`config.mk`:
```
export PLATFORM = sky130hd
export DESIGN_NAME = dclp_loader
export DESIGN_NICKNAME = d
export VERILOG_FILES = /design/src/pkg/dclp_pkg.sv /design/src/dclp_port.sv /design/src/dclp_loader.sv
export SDC_FILE = /design/constraint.sdc
export NUM_CORES = 1
export LEC_CHECK = 0
export BUFFER_PORTS_ARGS = -buffer_cell sky130_fd_sc_hd__buf_2
export CELL_PAD_IN_SITES_DETAIL_PLACEMENT = 0
export CELL_PAD_IN_SITES_GLOBAL_PLACEMENT = 1
export CORE_AREA = 10 10 212 294
export DETAILED_ROUTE_END_ITERATION = 10
export DIE_AREA = 0 0 222 304
export GPL_TIMING_DRIVEN = 0
export PLACE_DENSITY_LB_ADDON = 0.1
export SYNTH_ARGS = -nofsm -noshare
export SYNTH_HDL_FRONTEND = slang
export SYNTH_HIERARCHICAL = 1
export SYNTH_SLANG_ARGS = --single-unit
```
`constraint.sdc`:
```
create_clock -name clock -period 4.3 [get_ports clock]
set_input_delay 0 -clock clock [delete_from_list [all_inputs] [get_ports clock]]
set_output_delay 0 -clock clock [all_outputs]
set_load 0.01 [all_outputs]
```
`src/pkg/dclp_pkg.sv`:
```
// Purpose: shared constants, types and helpers for the dual coefficient load port
// Assumes: one device clock; host logic drives both load ports on that clock
// Notes:   address word = class in the top three bits, inner address below

package dclp_pkg;

    // ------------------------------------------------------------------
    // widths
    // ------------------------------------------------------------------
    localparam int WORD_W     = 12;                   // one load word
    localparam int CLASS_W    = 3;                    // target class field
    localparam int CLASS_LSB  = 9;                    // class sits in bits 11..9
    localparam int INNER_W    = 9;                    // address inside a class
    localparam int COEF_ROW_W = 8;                    // 256 rows per bank
    localparam int COEF_WORDS = 8;                    // one word per bank
    localparam int COEF_SET_W = COEF_WORDS * WORD_W;  // a whole coefficient set
    localparam int REG_W      = 32;                   // widest control register
    localparam int BYTE_W     = 8;                    // round register byte
    localparam int CNT_W      = 3;                    // data word index
    localparam int ENTRY_W    = CLASS_W + INNER_W + REG_W;

    // ------------------------------------------------------------------
    // target classes
    // ------------------------------------------------------------------
    localparam logic [CLASS_W-1:0] CLS_COEF    = 3'h0;
    localparam logic [CLASS_W-1:0] CLS_CONFIG  = 3'h1;
    localparam logic [CLASS_W-1:0] CLS_HSELECT = 3'h2;
    localparam logic [CLASS_W-1:0] CLS_VSELECT = 3'h3;
    localparam logic [CLASS_W-1:0] CLS_HROUND  = 3'h4;
    localparam logic [CLASS_W-1:0] CLS_VROUND  = 3'h5;
    localparam logic [CLASS_W-1:0] CLS_HLIMIT  = 3'h6;
    localparam logic [CLASS_W-1:0] CLS_VLIMIT  = 3'h7;

    // ------------------------------------------------------------------
    // index of the last data word per class (words after the address - 1)
    // ------------------------------------------------------------------
    localparam logic [CNT_W-1:0] LAST_COEF   = 3'h7;
    localparam logic [CNT_W-1:0] LAST_ROUND  = 3'h3;
    localparam logic [CNT_W-1:0] LAST_LIMIT  = 3'h1;
    localparam logic [CNT_W-1:0] LAST_SINGLE = 3'h0;

    // sequencer states, one-hot
    typedef enum logic [2:0] {
        ST_IDLE = 3'b001,  // strobe high, waiting for a falling strobe
        ST_ADDR = 3'b010,  // group done, next low word is an address
        ST_DATA = 3'b100   // collecting data words
    } dclp_state_type;

    // last data word index for a class
    function automatic logic [CNT_W-1:0] lastIndex(input logic [CLASS_W-1:0] cls);
        case (cls)
            CLS_COEF:               lastIndex = LAST_COEF;
            CLS_HROUND, CLS_VROUND: lastIndex = LAST_ROUND;
            CLS_HLIMIT, CLS_VLIMIT: lastIndex = LAST_LIMIT;
            default:                lastIndex = LAST_SINGLE;
        endcase
    endfunction

    // true for a round register class
    function automatic logic isRound(input logic [CLASS_W-1:0] cls);
        isRound = (cls == CLS_HROUND) || (cls == CLS_VROUND);
    endfunction

    // true for a limit register class
    function automatic logic isLimit(input logic [CLASS_W-1:0] cls);
        isLimit = (cls == CLS_HLIMIT) || (cls == CLS_VLIMIT);
    endfunction

endpackage

```
`src/dclp_port.sv`:
```
// Purpose: one load port sequencer: address word, then a fixed group of data words
// Assumes: strobe and word come from host logic on the same clock, no synchroniser
// Notes:   commits are one-cycle pulses; the group is held until its last word

`timescale 1ns/1ps

module dclp_port (
    input  wire logic                          clock,
    input  wire logic                          rst_n,
    input  wire logic                          strobe_n,  // load strobe, active low
    input  wire logic [dclp_pkg::WORD_W-1:0]   loadWord,  // address or data word
    output logic                               coefWrite, // coefficient set commit pulse
    output logic [dclp_pkg::COEF_ROW_W-1:0]    coefRow,   // row in every bank
    output logic [dclp_pkg::COEF_SET_W-1:0]    coefSet,   // bank 0 in the low word
    output logic                               regWrite,  // register commit pulse
    output logic [dclp_pkg::CLASS_W-1:0]       regClass,  // register class
    output logic [dclp_pkg::INNER_W-1:0]       regAddr,   // register index
    output logic [dclp_pkg::REG_W-1:0]         regData    // assembled register value
);
    import dclp_pkg::*;

    // ------------------------------------------------------------------
    // state
    // ------------------------------------------------------------------
    dclp_state_type       state, next_state;          // sequencer
    logic                 strobeSeen, next_strobeSeen; // strobe level last cycle
    logic [WORD_W-1:0]    addrWord, next_addrWord;    // latched address word
    logic [CNT_W-1:0]     wordCount, next_wordCount;  // index of next data word
    logic [WORD_W-1:0]    held [COEF_WORDS];          // words of the open group
    logic [WORD_W-1:0]    next_held [COEF_WORDS];
    logic [WORD_W-1:0]    grp [COEF_WORDS];           // group including this word
    logic                 next_coefWrite, next_regWrite;
    logic [COEF_ROW_W-1:0] next_coefRow;
    logic [COEF_SET_W-1:0] next_coefSet;
    logic [CLASS_W-1:0]   next_regClass, cls;
    logic [INNER_W-1:0]   next_regAddr;
    logic [REG_W-1:0]     next_regData;

    assign cls = addrWord[CLASS_LSB +: CLASS_W];

    // ------------------------------------------------------------------
    // next values
    // ------------------------------------------------------------------
    always_comb begin
        next_state      = state;
        next_strobeSeen = strobe_n;
        next_addrWord   = addrWord;
        next_wordCount  = wordCount;
        next_held       = held;
        grp             = held;
        grp[wordCount]  = loadWord;
        next_coefWrite  = 1'b0;
        next_regWrite   = 1'b0;
        next_coefRow    = coefRow;
        next_coefSet    = coefSet;
        next_regClass   = regClass;
        next_regAddr    = regAddr;
        next_regData    = regData;
        if (strobe_n) begin
            // a high strobe abandons any partial group
            next_state     = ST_IDLE;
            next_wordCount = '0;
        end else begin
            case (state)
                ST_IDLE, ST_ADDR: begin
                    // only a falling strobe opens from idle
                    if (state == ST_ADDR || strobeSeen) begin
                        next_addrWord  = loadWord;
                        next_wordCount = '0;
                        next_state     = ST_DATA;
                    end
                end
                ST_DATA: begin
                    next_held[wordCount] = loadWord;
                    if (wordCount == lastIndex(cls)) begin
                        next_state     = ST_ADDR;
                        next_wordCount = '0;
                        if (cls == CLS_COEF) begin
                            next_coefWrite = 1'b1;
                            next_coefRow   = addrWord[COEF_ROW_W-1:0];
                            for (int i = 0; i < COEF_WORDS; i++) begin
                                next_coefSet[i*WORD_W +: WORD_W] = grp[i];
                            end
                        end else begin
                            next_regWrite = 1'b1;
                            next_regClass = cls;
                            next_regAddr  = addrWord[INNER_W-1:0];
                            if (isRound(cls)) begin
                                // low byte first, upper nibbles of each word unused
                                next_regData = {grp[3][BYTE_W-1:0], grp[2][BYTE_W-1:0],
                                                grp[1][BYTE_W-1:0], grp[0][BYTE_W-1:0]};
                            end else if (isLimit(cls)) begin
                                next_regData = {8'h00, grp[1], grp[0]};
                            end else begin
                                next_regData = {20'h00000, grp[0]};
                            end
                        end
                    end else begin
                        next_wordCount = wordCount + 3'h1;
                    end
                end
                default: next_state = ST_IDLE;
            endcase
        end
    end

    // ------------------------------------------------------------------
    // registers
    // ------------------------------------------------------------------
    always_ff @(posedge clock or negedge rst_n) begin
        if (!rst_n) begin
            state      <= ST_IDLE;
            strobeSeen <= 1'b1;
            addrWord   <= '0;
            wordCount  <= '0;
            for (int i = 0; i < COEF_WORDS; i++) begin
                held[i] <= '0;
            end
            coefWrite  <= 1'b0;
            coefRow    <= '0;
            coefSet    <= '0;
            regWrite   <= 1'b0;
            regClass   <= '0;
            regAddr    <= '0;
            regData    <= '0;
        end else begin
            state      <= next_state;
            strobeSeen <= next_strobeSeen;
            addrWord   <= next_addrWord;
            wordCount  <= next_wordCount;
            held       <= next_held;
            coefWrite  <= next_coefWrite;
            coefRow    <= next_coefRow;
            coefSet    <= next_coefSet;
            regWrite   <= next_regWrite;
            regClass   <= next_regClass;
            regAddr    <= next_regAddr;
            regData    <= next_regData;
        end
    end
endmodule

```
`src/dclp_loader.sv`:
```
// Purpose: two independent load ports feeding coefficient banks and control registers
// Assumes: host logic on the device clock; register sink drains with valid and ready
// Notes:   coefficient commits go straight out; register commits pass a two-entry buffer
//
// Function
// commit a group only after its last word
// word after a group is a new address
// host holds strobe low while supplying words
// host keeps idle ports with strobe high
// each bank only through its own port
// registers writable through either port
// the two ports run independently
// same-cycle register writes: vertical wins
// losing horizontal port carries on unaware
// host zeroes upper nibble of round words
// round register assembled low byte first
// first limit word lower, second upper
// top three address bits pick the class
// word count per class: 8,1,4,2
// address arrives with the falling strobe
// high strobe clears any partial group

`timescale 1ns/1ps

module dclp_loader (
    input  wire logic                          clock,            // device clock, 100 MHz
    input  wire logic                          rst_n,            // async reset, active low
    // ------------------------------------------------------------------
    // load ports
    // ------------------------------------------------------------------
    input  wire logic                          horiz_load_strobe_n,
    input  wire logic [dclp_pkg::WORD_W-1:0]   horiz_load_word,
    input  wire logic                          vert_load_strobe_n,
    input  wire logic [dclp_pkg::WORD_W-1:0]   vert_load_word,
    // ------------------------------------------------------------------
    // coefficient bank writes
    // ------------------------------------------------------------------
    output logic                               horizCoefWrite,
    output logic [dclp_pkg::COEF_ROW_W-1:0]    horizCoefRow,
    output logic [dclp_pkg::COEF_SET_W-1:0]    horizCoefSet,
    output logic                               vertCoefWrite,
    output logic [dclp_pkg::COEF_ROW_W-1:0]    vertCoefRow,
    output logic [dclp_pkg::COEF_SET_W-1:0]    vertCoefSet,
    // ------------------------------------------------------------------
    // control register write stream
    // ------------------------------------------------------------------
    output logic                               regValid,
    input  wire logic                          regReady,
    output logic [dclp_pkg::CLASS_W-1:0]       regClass,
    output logic [dclp_pkg::INNER_W-1:0]       regAddr,
    output logic [dclp_pkg::REG_W-1:0]         regData,
    output logic                               regAccept         // room for one more commit
);
    import dclp_pkg::*;

    // ------------------------------------------------------------------
    // port instances
    // ------------------------------------------------------------------
    logic               hRegWrite, vRegWrite;     // commit pulses from each port
    logic [CLASS_W-1:0] hRegClass, vRegClass;
    logic [INNER_W-1:0] hRegAddr, vRegAddr;
    logic [REG_W-1:0]   hRegData, vRegData;

    // each port owns its own bank outputs; no cross path exists
    dclp_port horizPort (
        .clock     (clock),
        .rst_n     (rst_n),
        .strobe_n  (horiz_load_strobe_n),
        .loadWord  (horiz_load_word),
        .coefWrite (horizCoefWrite),
        .coefRow   (horizCoefRow),
        .coefSet   (horizCoefSet),
        .regWrite  (hRegWrite),
        .regClass  (hRegClass),
        .regAddr   (hRegAddr),
        .regData   (hRegData)
    );

    dclp_port vertPort (
        .clock     (clock),
        .rst_n     (rst_n),
        .strobe_n  (vert_load_strobe_n),
        .loadWord  (vert_load_word),
        .coefWrite (vertCoefWrite),
        .coefRow   (vertCoefRow),
        .coefSet   (vertCoefSet),
        .regWrite  (vRegWrite),
        .regClass  (vRegClass),
        .regAddr   (vRegAddr),
        .regData   (vRegData)
    );

    // ------------------------------------------------------------------
    // arbitration of register commits
    // ------------------------------------------------------------------
    logic               pushValid;                // a register commit this cycle
    logic [ENTRY_W-1:0] pushEntry;                // {class, index, data}

    // either port may write registers; vertical takes a tie, and the
    // horizontal port is never told, so it simply moves on
    assign pushValid = hRegWrite || vRegWrite;
    assign pushEntry = vRegWrite ? {vRegClass, vRegAddr, vRegData}
                                 : {hRegClass, hRegAddr, hRegData};

    // ------------------------------------------------------------------
    // two-entry buffer: output stage plus one skid entry
    // ------------------------------------------------------------------
    logic               outValid, next_outValid;   // output stage holds an entry
    logic [ENTRY_W-1:0] outEntry, next_outEntry;   // output stage contents
    logic               skidValid, next_skidValid; // skid stage holds an entry
    logic [ENTRY_W-1:0] skidEntry, next_skidEntry; // skid stage contents
    logic               next_regAccept;

    // the output stage drives the ports directly, so a stalled sink sees
    // steady data; the skid catches one commit that arrives during a stall
    always_comb begin
        next_outValid  = outValid;
        next_outEntry  = outEntry;
        next_skidValid = skidValid;
        next_skidEntry = skidEntry;
        if (outValid && regReady) begin
            // sink took the head: promote the skid or go empty
            if (skidValid) begin
                next_outEntry  = skidEntry;
                next_skidValid = 1'b0;
            end else begin
                next_outValid = 1'b0;
            end
        end
        if (pushValid) begin
            if (!next_outValid) begin
                next_outValid = 1'b1;
                next_outEntry = pushEntry;
            end else if (!next_skidValid) begin
                next_skidValid = 1'b1;
                next_skidEntry = pushEntry;
            end else begin
                // both full: the host ignored regAccept, the commit is lost
                next_skidEntry = skidEntry;
            end
        end
        // registered room flag; host waits for it before a register group
        next_regAccept = !next_skidValid;
    end

    // buffer registers
    always_ff @(posedge clock or negedge rst_n) begin
        if (!rst_n) begin
            outValid  <= 1'b0;
            outEntry  <= '0;
            skidValid <= 1'b0;
            skidEntry <= '0;
            regAccept <= 1'b1;
        end else begin
            outValid  <= next_outValid;
            outEntry  <= next_outEntry;
            skidValid <= next_skidValid;
            skidEntry <= next_skidEntry;
            regAccept <= next_regAccept;
        end
    end

    // register stream outputs are slices of the output stage flops
    assign regValid = outValid;
    assign regClass = outEntry[ENTRY_W-1 -: CLASS_W];
    assign regAddr  = outEntry[REG_W +: INNER_W];
    assign regData  = outEntry[REG_W-1:0];
endmodule

```
# Yosys cells after proc, flatten, opt, wreduce, memory -nomap -nowiden
# Index checks and enable logic that the tools add are counted.
# op_classes
n_addsub	2
n_lt_le_gt_ge	4
n_mux	59
eq_ne	20
bitwise	7
reduce_logical	34
# op_table
cell	n
44-bit two-way mux	5
96-bit bitwise mux	2
12-bit demux with 3-bit select	2
32-bit two-way mux	2
24-bit two-way mux	2
3-bit two-way mux	16
3-bit == test, second input constant	10
12-bit two-way mux	2
3-bit case mux with 2 select lines	4
1-bit two-way mux	22
3-bit case mux with 3 select lines	2
4-bit AND reduction	4
3-bit by 2-bit inequality test with 1-bit output, second input constant	4
2-bit AND reduction	6
2-bit OR reduction	6
3-bit AND reduction	3
4-bit greater-or-equal comparator, second input constant	2
4-bit by 1-bit < comparator with 1-bit output, second input constant	2
3-bit NOT with 4-bit output	2
1-bit logical OR	7
3-bit by 1-bit adder with 3-bit output, second input constant	2
3-bit by 1-bit == test with 1-bit output, second input constant	2
3-bit by 2-bit == test with 1-bit output, second input constant	2
3-bit == test	2
other kinds (5)	13
# word_totals
regBits	621
elab_cells	169

# Depth between registers and ports, before layout
# logic_depth
depth_word	9
depth_mapped	9

# Cells and area by module
# Netlist, hierarchy kept.
# by_module_without_submodules
module	area_per_inst_um2	cells_per_inst	instances	seq_area_each_um2
dclp_port (horizPort)	11682.5	778	1	6633.9
dclp_port (vertPort)	11619.9	778	1	6633.9
dclp_loader	4319.1	304	1	2278.4

# Worst setup path after synthesis
# Ideal clock, no wire load.
# synth_timing
path_type	reg-to-reg
start	register horizPort.wordCount[1]
end	register horizPort/regAddr[0] (netlist bit)
setup_time_ns	0.125
n_path_buf	4
t_required_ns	4.175
path_stages_with_launch	10
path_slack_ns	2.202
arrival_time_ns	1.973
path_cell_list	dfrtp_1 > buf_6 > nor2_4 > or4b_4 > buf_6 > a21o_1 > buf_6 > inv_12 > buf_12 > mux2_4
# synth_between
elab_chain_len	2
# synth_rtl
item	line_no	text
start, declared	dclp_port.sv:28	logic [CNT_W-1:0] wordCount, next_wordCount;
start signal, assigned	dclp_port.sv:130	wordCount <= next_wordCount;
3-bit == test	dclp_port.sv:75	if (wordCount == lastIndex(cls)) begin
4-bit AND reduction (no line)	--	
end signal, assigned	dclp_port.sv:137	regAddr <= next_regAddr;
end, declared	dclp_port.sv:17	output logic [dclp_pkg::INNER_W-1:0] regAddr,
# No other way between the ends.
# A chain may end at the register's enable or synchronous reset.

# Worst setup path in the final report
# layout_timing
start	register horizPort.wordCount[0]
end	register horizPort/coefSet[4] (netlist bit)
# layout_between
elab_chain_len	6
# layout_rtl
item	line_no	text
3-bit NOT with 4-bit output (implied by the code)	dclp_port.sv:51	grp[wordCount] = loadWord;
4-bit greater-or-equal comparator (implied by the code) or 4-bit by 1-bit < comparator with 1-bit output (tied branches)	dclp_port.sv:51	
1-bit logical AND (implied by the code)	dclp_port.sv:51	
12-bit two-way mux (implied by the code)	dclp_port.sv:51	
12-bit demux with 3-bit select	dclp_port.sv:51	
96-bit bitwise mux	dclp_port.sv:51	
end signal, assigned	dclp_port.sv:134	coefSet <= next_coefSet;
end, declared	dclp_port.sv:14	output logic [dclp_pkg::COEF_SET_W-1:0] coefSet,
# Several ways; a longest one is shown, not always the timed one.

==> results.toml <==
[grt]
grt_pass1_wl_mm = 119.0
grt_remaining_overflow = 0
first_global_vias = 17900
antenna_found_initial = 1
grt_max_degree = 129
grt_usage = 0.2301

[timing]
fmax_ghz = 0.3490
slew_headroom = 0.2675
rsz0062_at_grt = "false"
setup_violations = 0
period_needed_ps = 2865
worst_pin_slew_ps = 1099
setup-tns-final_ps = 0
timing.final.max_slew_violations = 0
finalHoldViolCount = 0
skew_ps = 14.20
finalCritPeriodShare = 0.6663

[power_and_ir_drop]
switching_power_w = 0.004036
p_clk_frac = 0.371
p_per_area_nw_per_um2 = 476.8
p_leak_nw = 16.64
switching_share = 0.2629
p_seq_frac = 0.469
comb_power_share = 0.160
peakVddDrop_mv = 0.3716
p_int_w = 0.01132

[route]
vias = 16770
via_per_inst = 5.627
routedWlPerCell_um = 26.58
ant_nets = 0
first_pass_iters = 5
drcViolationCount = 0
drtIter0Drc = 954
wl_mm = 79.20

[clocking]
cts_hold_buf = 8
numClockSinks = 621
cts-htree-levels = 2
clock-root-buffer = "clkbuf_16"
cts.reportedPaths.clkPinSlew_ps = 70
cts.repair.resized = 0
tritoncts = "built"
cts_buffers = 60
post_cts_buffers = 0
insertion_delay_ps = 610
cts_max_path_buffers = 3

[place]
place_area_um2 = 30000
portBuffers = 260
gp_congestion = 0.8300
dp_hpwl_mm = 57.81

[critical_path]
cp_max_fo = 10
max_stage_delay_ps = 650
rr_worst_depth = 7
criticalPathCategory = "register to register"
end_kind = "register"
arrival_ps = 3350
start_kind = "register"
crit_chain = "buf_2 -> nand3_1 -> nand3b_1 -> a31oi_2 -> buf_4 -> buf_6 -> a2bb2oi_2"
crit_required_ps = 4780
cpMaxStageDelayCell = "a31oi_2"

[synth]
synth_seq_cells = 621
yosysUniqueCellTypes = 56
synth_cells = 1860
synth_edf_count = 0
syn_area_um2 = 27620
synth_top_cell_by_area = "dfrtp_1"
synth_warnings = 6
synthArstFlopShare = 1.000
synth_top_area_frac = 0.5581
ys.flop_type = "dfrtp_1"
avgSynthCellArea_um2 = 14.85
synth.yosys.seq_area_share = 0.5628
synth.area.top_cells = "dfrtp_1 56%, mux2_2 14%, mux2i_1 8.7%"
syn_nets = 1891

[layout]
fin_area_um2 = 32200
fillCellCount = 4689
mostFrequentLayoutCell = "dfrtp_1"
drive_gt1_frac = 0.4685
area_delta_synth_final_pct = 16.58
num-nets-final = 2226
final_cell_mix = "616 x dfrtp_1, 338 x mux2_2, 305 x buf_2"

[floorplanning]
die_w_um = 222
initial_core_util = 0.4846
core_area_um2 = 56990
num_io_pins = 285
die_h_um = 304
rows = 104
die-area_um2 = 67490

[status]
status = "finished clean"

[run]
drv_cap = 0

[min_path]
hp-class = "input pin to async pin"
## Yosys cell counts, types with 4 or more instances
| library cell | number |
|---|---|
| a21o_1 | 4 |
| a22o_1 | 24 |
| a2bb2oi_1 | 72 |
| a2bb2oi_2 | 120 |
| a32o_1 | 4 |
| buf_1 | 7 |
| buf_12 | 4 |
| buf_2 | 46 |
| buf_4 | 16 |
| buf_6 | 21 |
| clkbuf_1 | 74 |
| clkbuf_8 | 4 |
| dfrtp_1 | 616 |
| dfstp_2 | 5 |
| inv_1 | 19 |
| mux2_1 | 8 |
| mux2_2 | 338 |
| mux2_4 | 21 |
| mux2i_1 | 240 |
| nand2_1 | 19 |
| nand2b_1 | 6 |
| nand3_1 | 7 |
| nand3b_1 | 10 |
| nor2_1 | 25 |
| nor3_1 | 4 |
| nor3b_2 | 4 |
| o21ai_0 | 4 |
| o221a_2 | 44 |
| or2_2 | 49 |
## state kept, by name, indices dropped and copies added (netlist names), 32 cells and up
| register | count |
|---|---|
| horizPort/coefSet | 96 |
| horizPort/held | 96 |
| vertPort/coefSet | 96 |
| vertPort/held | 96 |
| outEntry | 44 |
| skidEntry | 44 |
| horizPort/regData | 32 |
| vertPort/regData | 32 |
## final timing paths
path	from	to	slack (ps)
min in group clock	vert_load_word[1]	vertPort/coefSet[49]$_DFFE_PN0P_	70
worst max register to register	horizPort/wordCount[0]$_DFFE_PN0P_	horizPort/coefSet[4]$_DFFE_PN0P_	1430
worst min register to register	skidEntry[7]$_DFFE_PN0P_	skidEntry[7]$_DFFE_PN0P_	490
worst max-delay path	horizPort/wordCount[0]$_DFFE_PN0P_	horizPort/coefSet[4]$_DFFE_PN0P_	1430
worst min-delay path	rst_n	vertPort/coefSet[65]$_DFFE_PN0P_	60
max in group asynchronous	rst_n	horizPort/addrWord[2]$_DFFE_PN0P_	2700
## power groups by stage
stage	combinational, W	sequential [W]	clock [W]
floorplan	0.00120	0.00734	0
global placement	0.00243	0.00731	0
detailed placement	0.00249	0.00731	0
CTS	0.00250	0.00722	0.00583
global route	0.00264	0.00729	0.00607
finish	0.00245	0.00720	0.00570
## through the flow
step	hold WS [ps]	utilization	setup slack (ps)	cells	power [W]
finish	63.69	0.5650	1435	2980	0.01535
global route	67.03	0.5650	1313	2980	0.01600
CTS	16.70	0.5650	1373	2979	0.01555
detailed placement	151.9	0.5263	1404	2867	0.009802
floorplan	-295.6	-	2202	1860	0.008535
global placement	151.6	0.5238	-9671	2862	0.009736
## cells by family (layout without fill, tap and decap cells)
group           Yosys count  count (layout)  synth area share
flops                   621             621            0.5628
mux                     607             607            0.2394
compound gates          283             283            0.1213
buf+inv                 193             570           0.04090
simple gates            152             152           0.03397
fa+ha+maj                 2               2         0.0009058
xor+xnor                  2               2         0.0006343
other cells               0               1                 0
## final cells by class
type	count	area, um^2	share of cell area
Sequential cell	621	15550	0.4828
Timing Repair Buffer	273	1529	0.04748
Antenna cell	1	2.502	0.00007771
Tap cell	742	928.4	0.02883
Clock inverter	20	377.9	0.01173
Multi-Input combinational cell	1046	10950	0.3399
Clock buffer	84	1743	0.05412
Buffer	172	1026	0.03186
Inverter	21	103.9	0.003225
## critical path, delay by kind of cell, from the launching register on
family / cells / cell delay (ps)
flops: 1 / 420
compound gates: 2 / 720
simple gates: 2 / 720
buf+inv: 3 / 840
## layer usage
metal / up-vias / global-route usage / wire length [um]
met3: 146 / 0.04237 / 3431
li1: 7510 / - / -
met4: 0 / 0.1106 / 4105
met2: 386 / 0.4059 / 40710
met1: 8726 / 0.2635 / 30940
met5: - / 0 / 0
No activity file was read; power rests on OpenSTA's default activity.
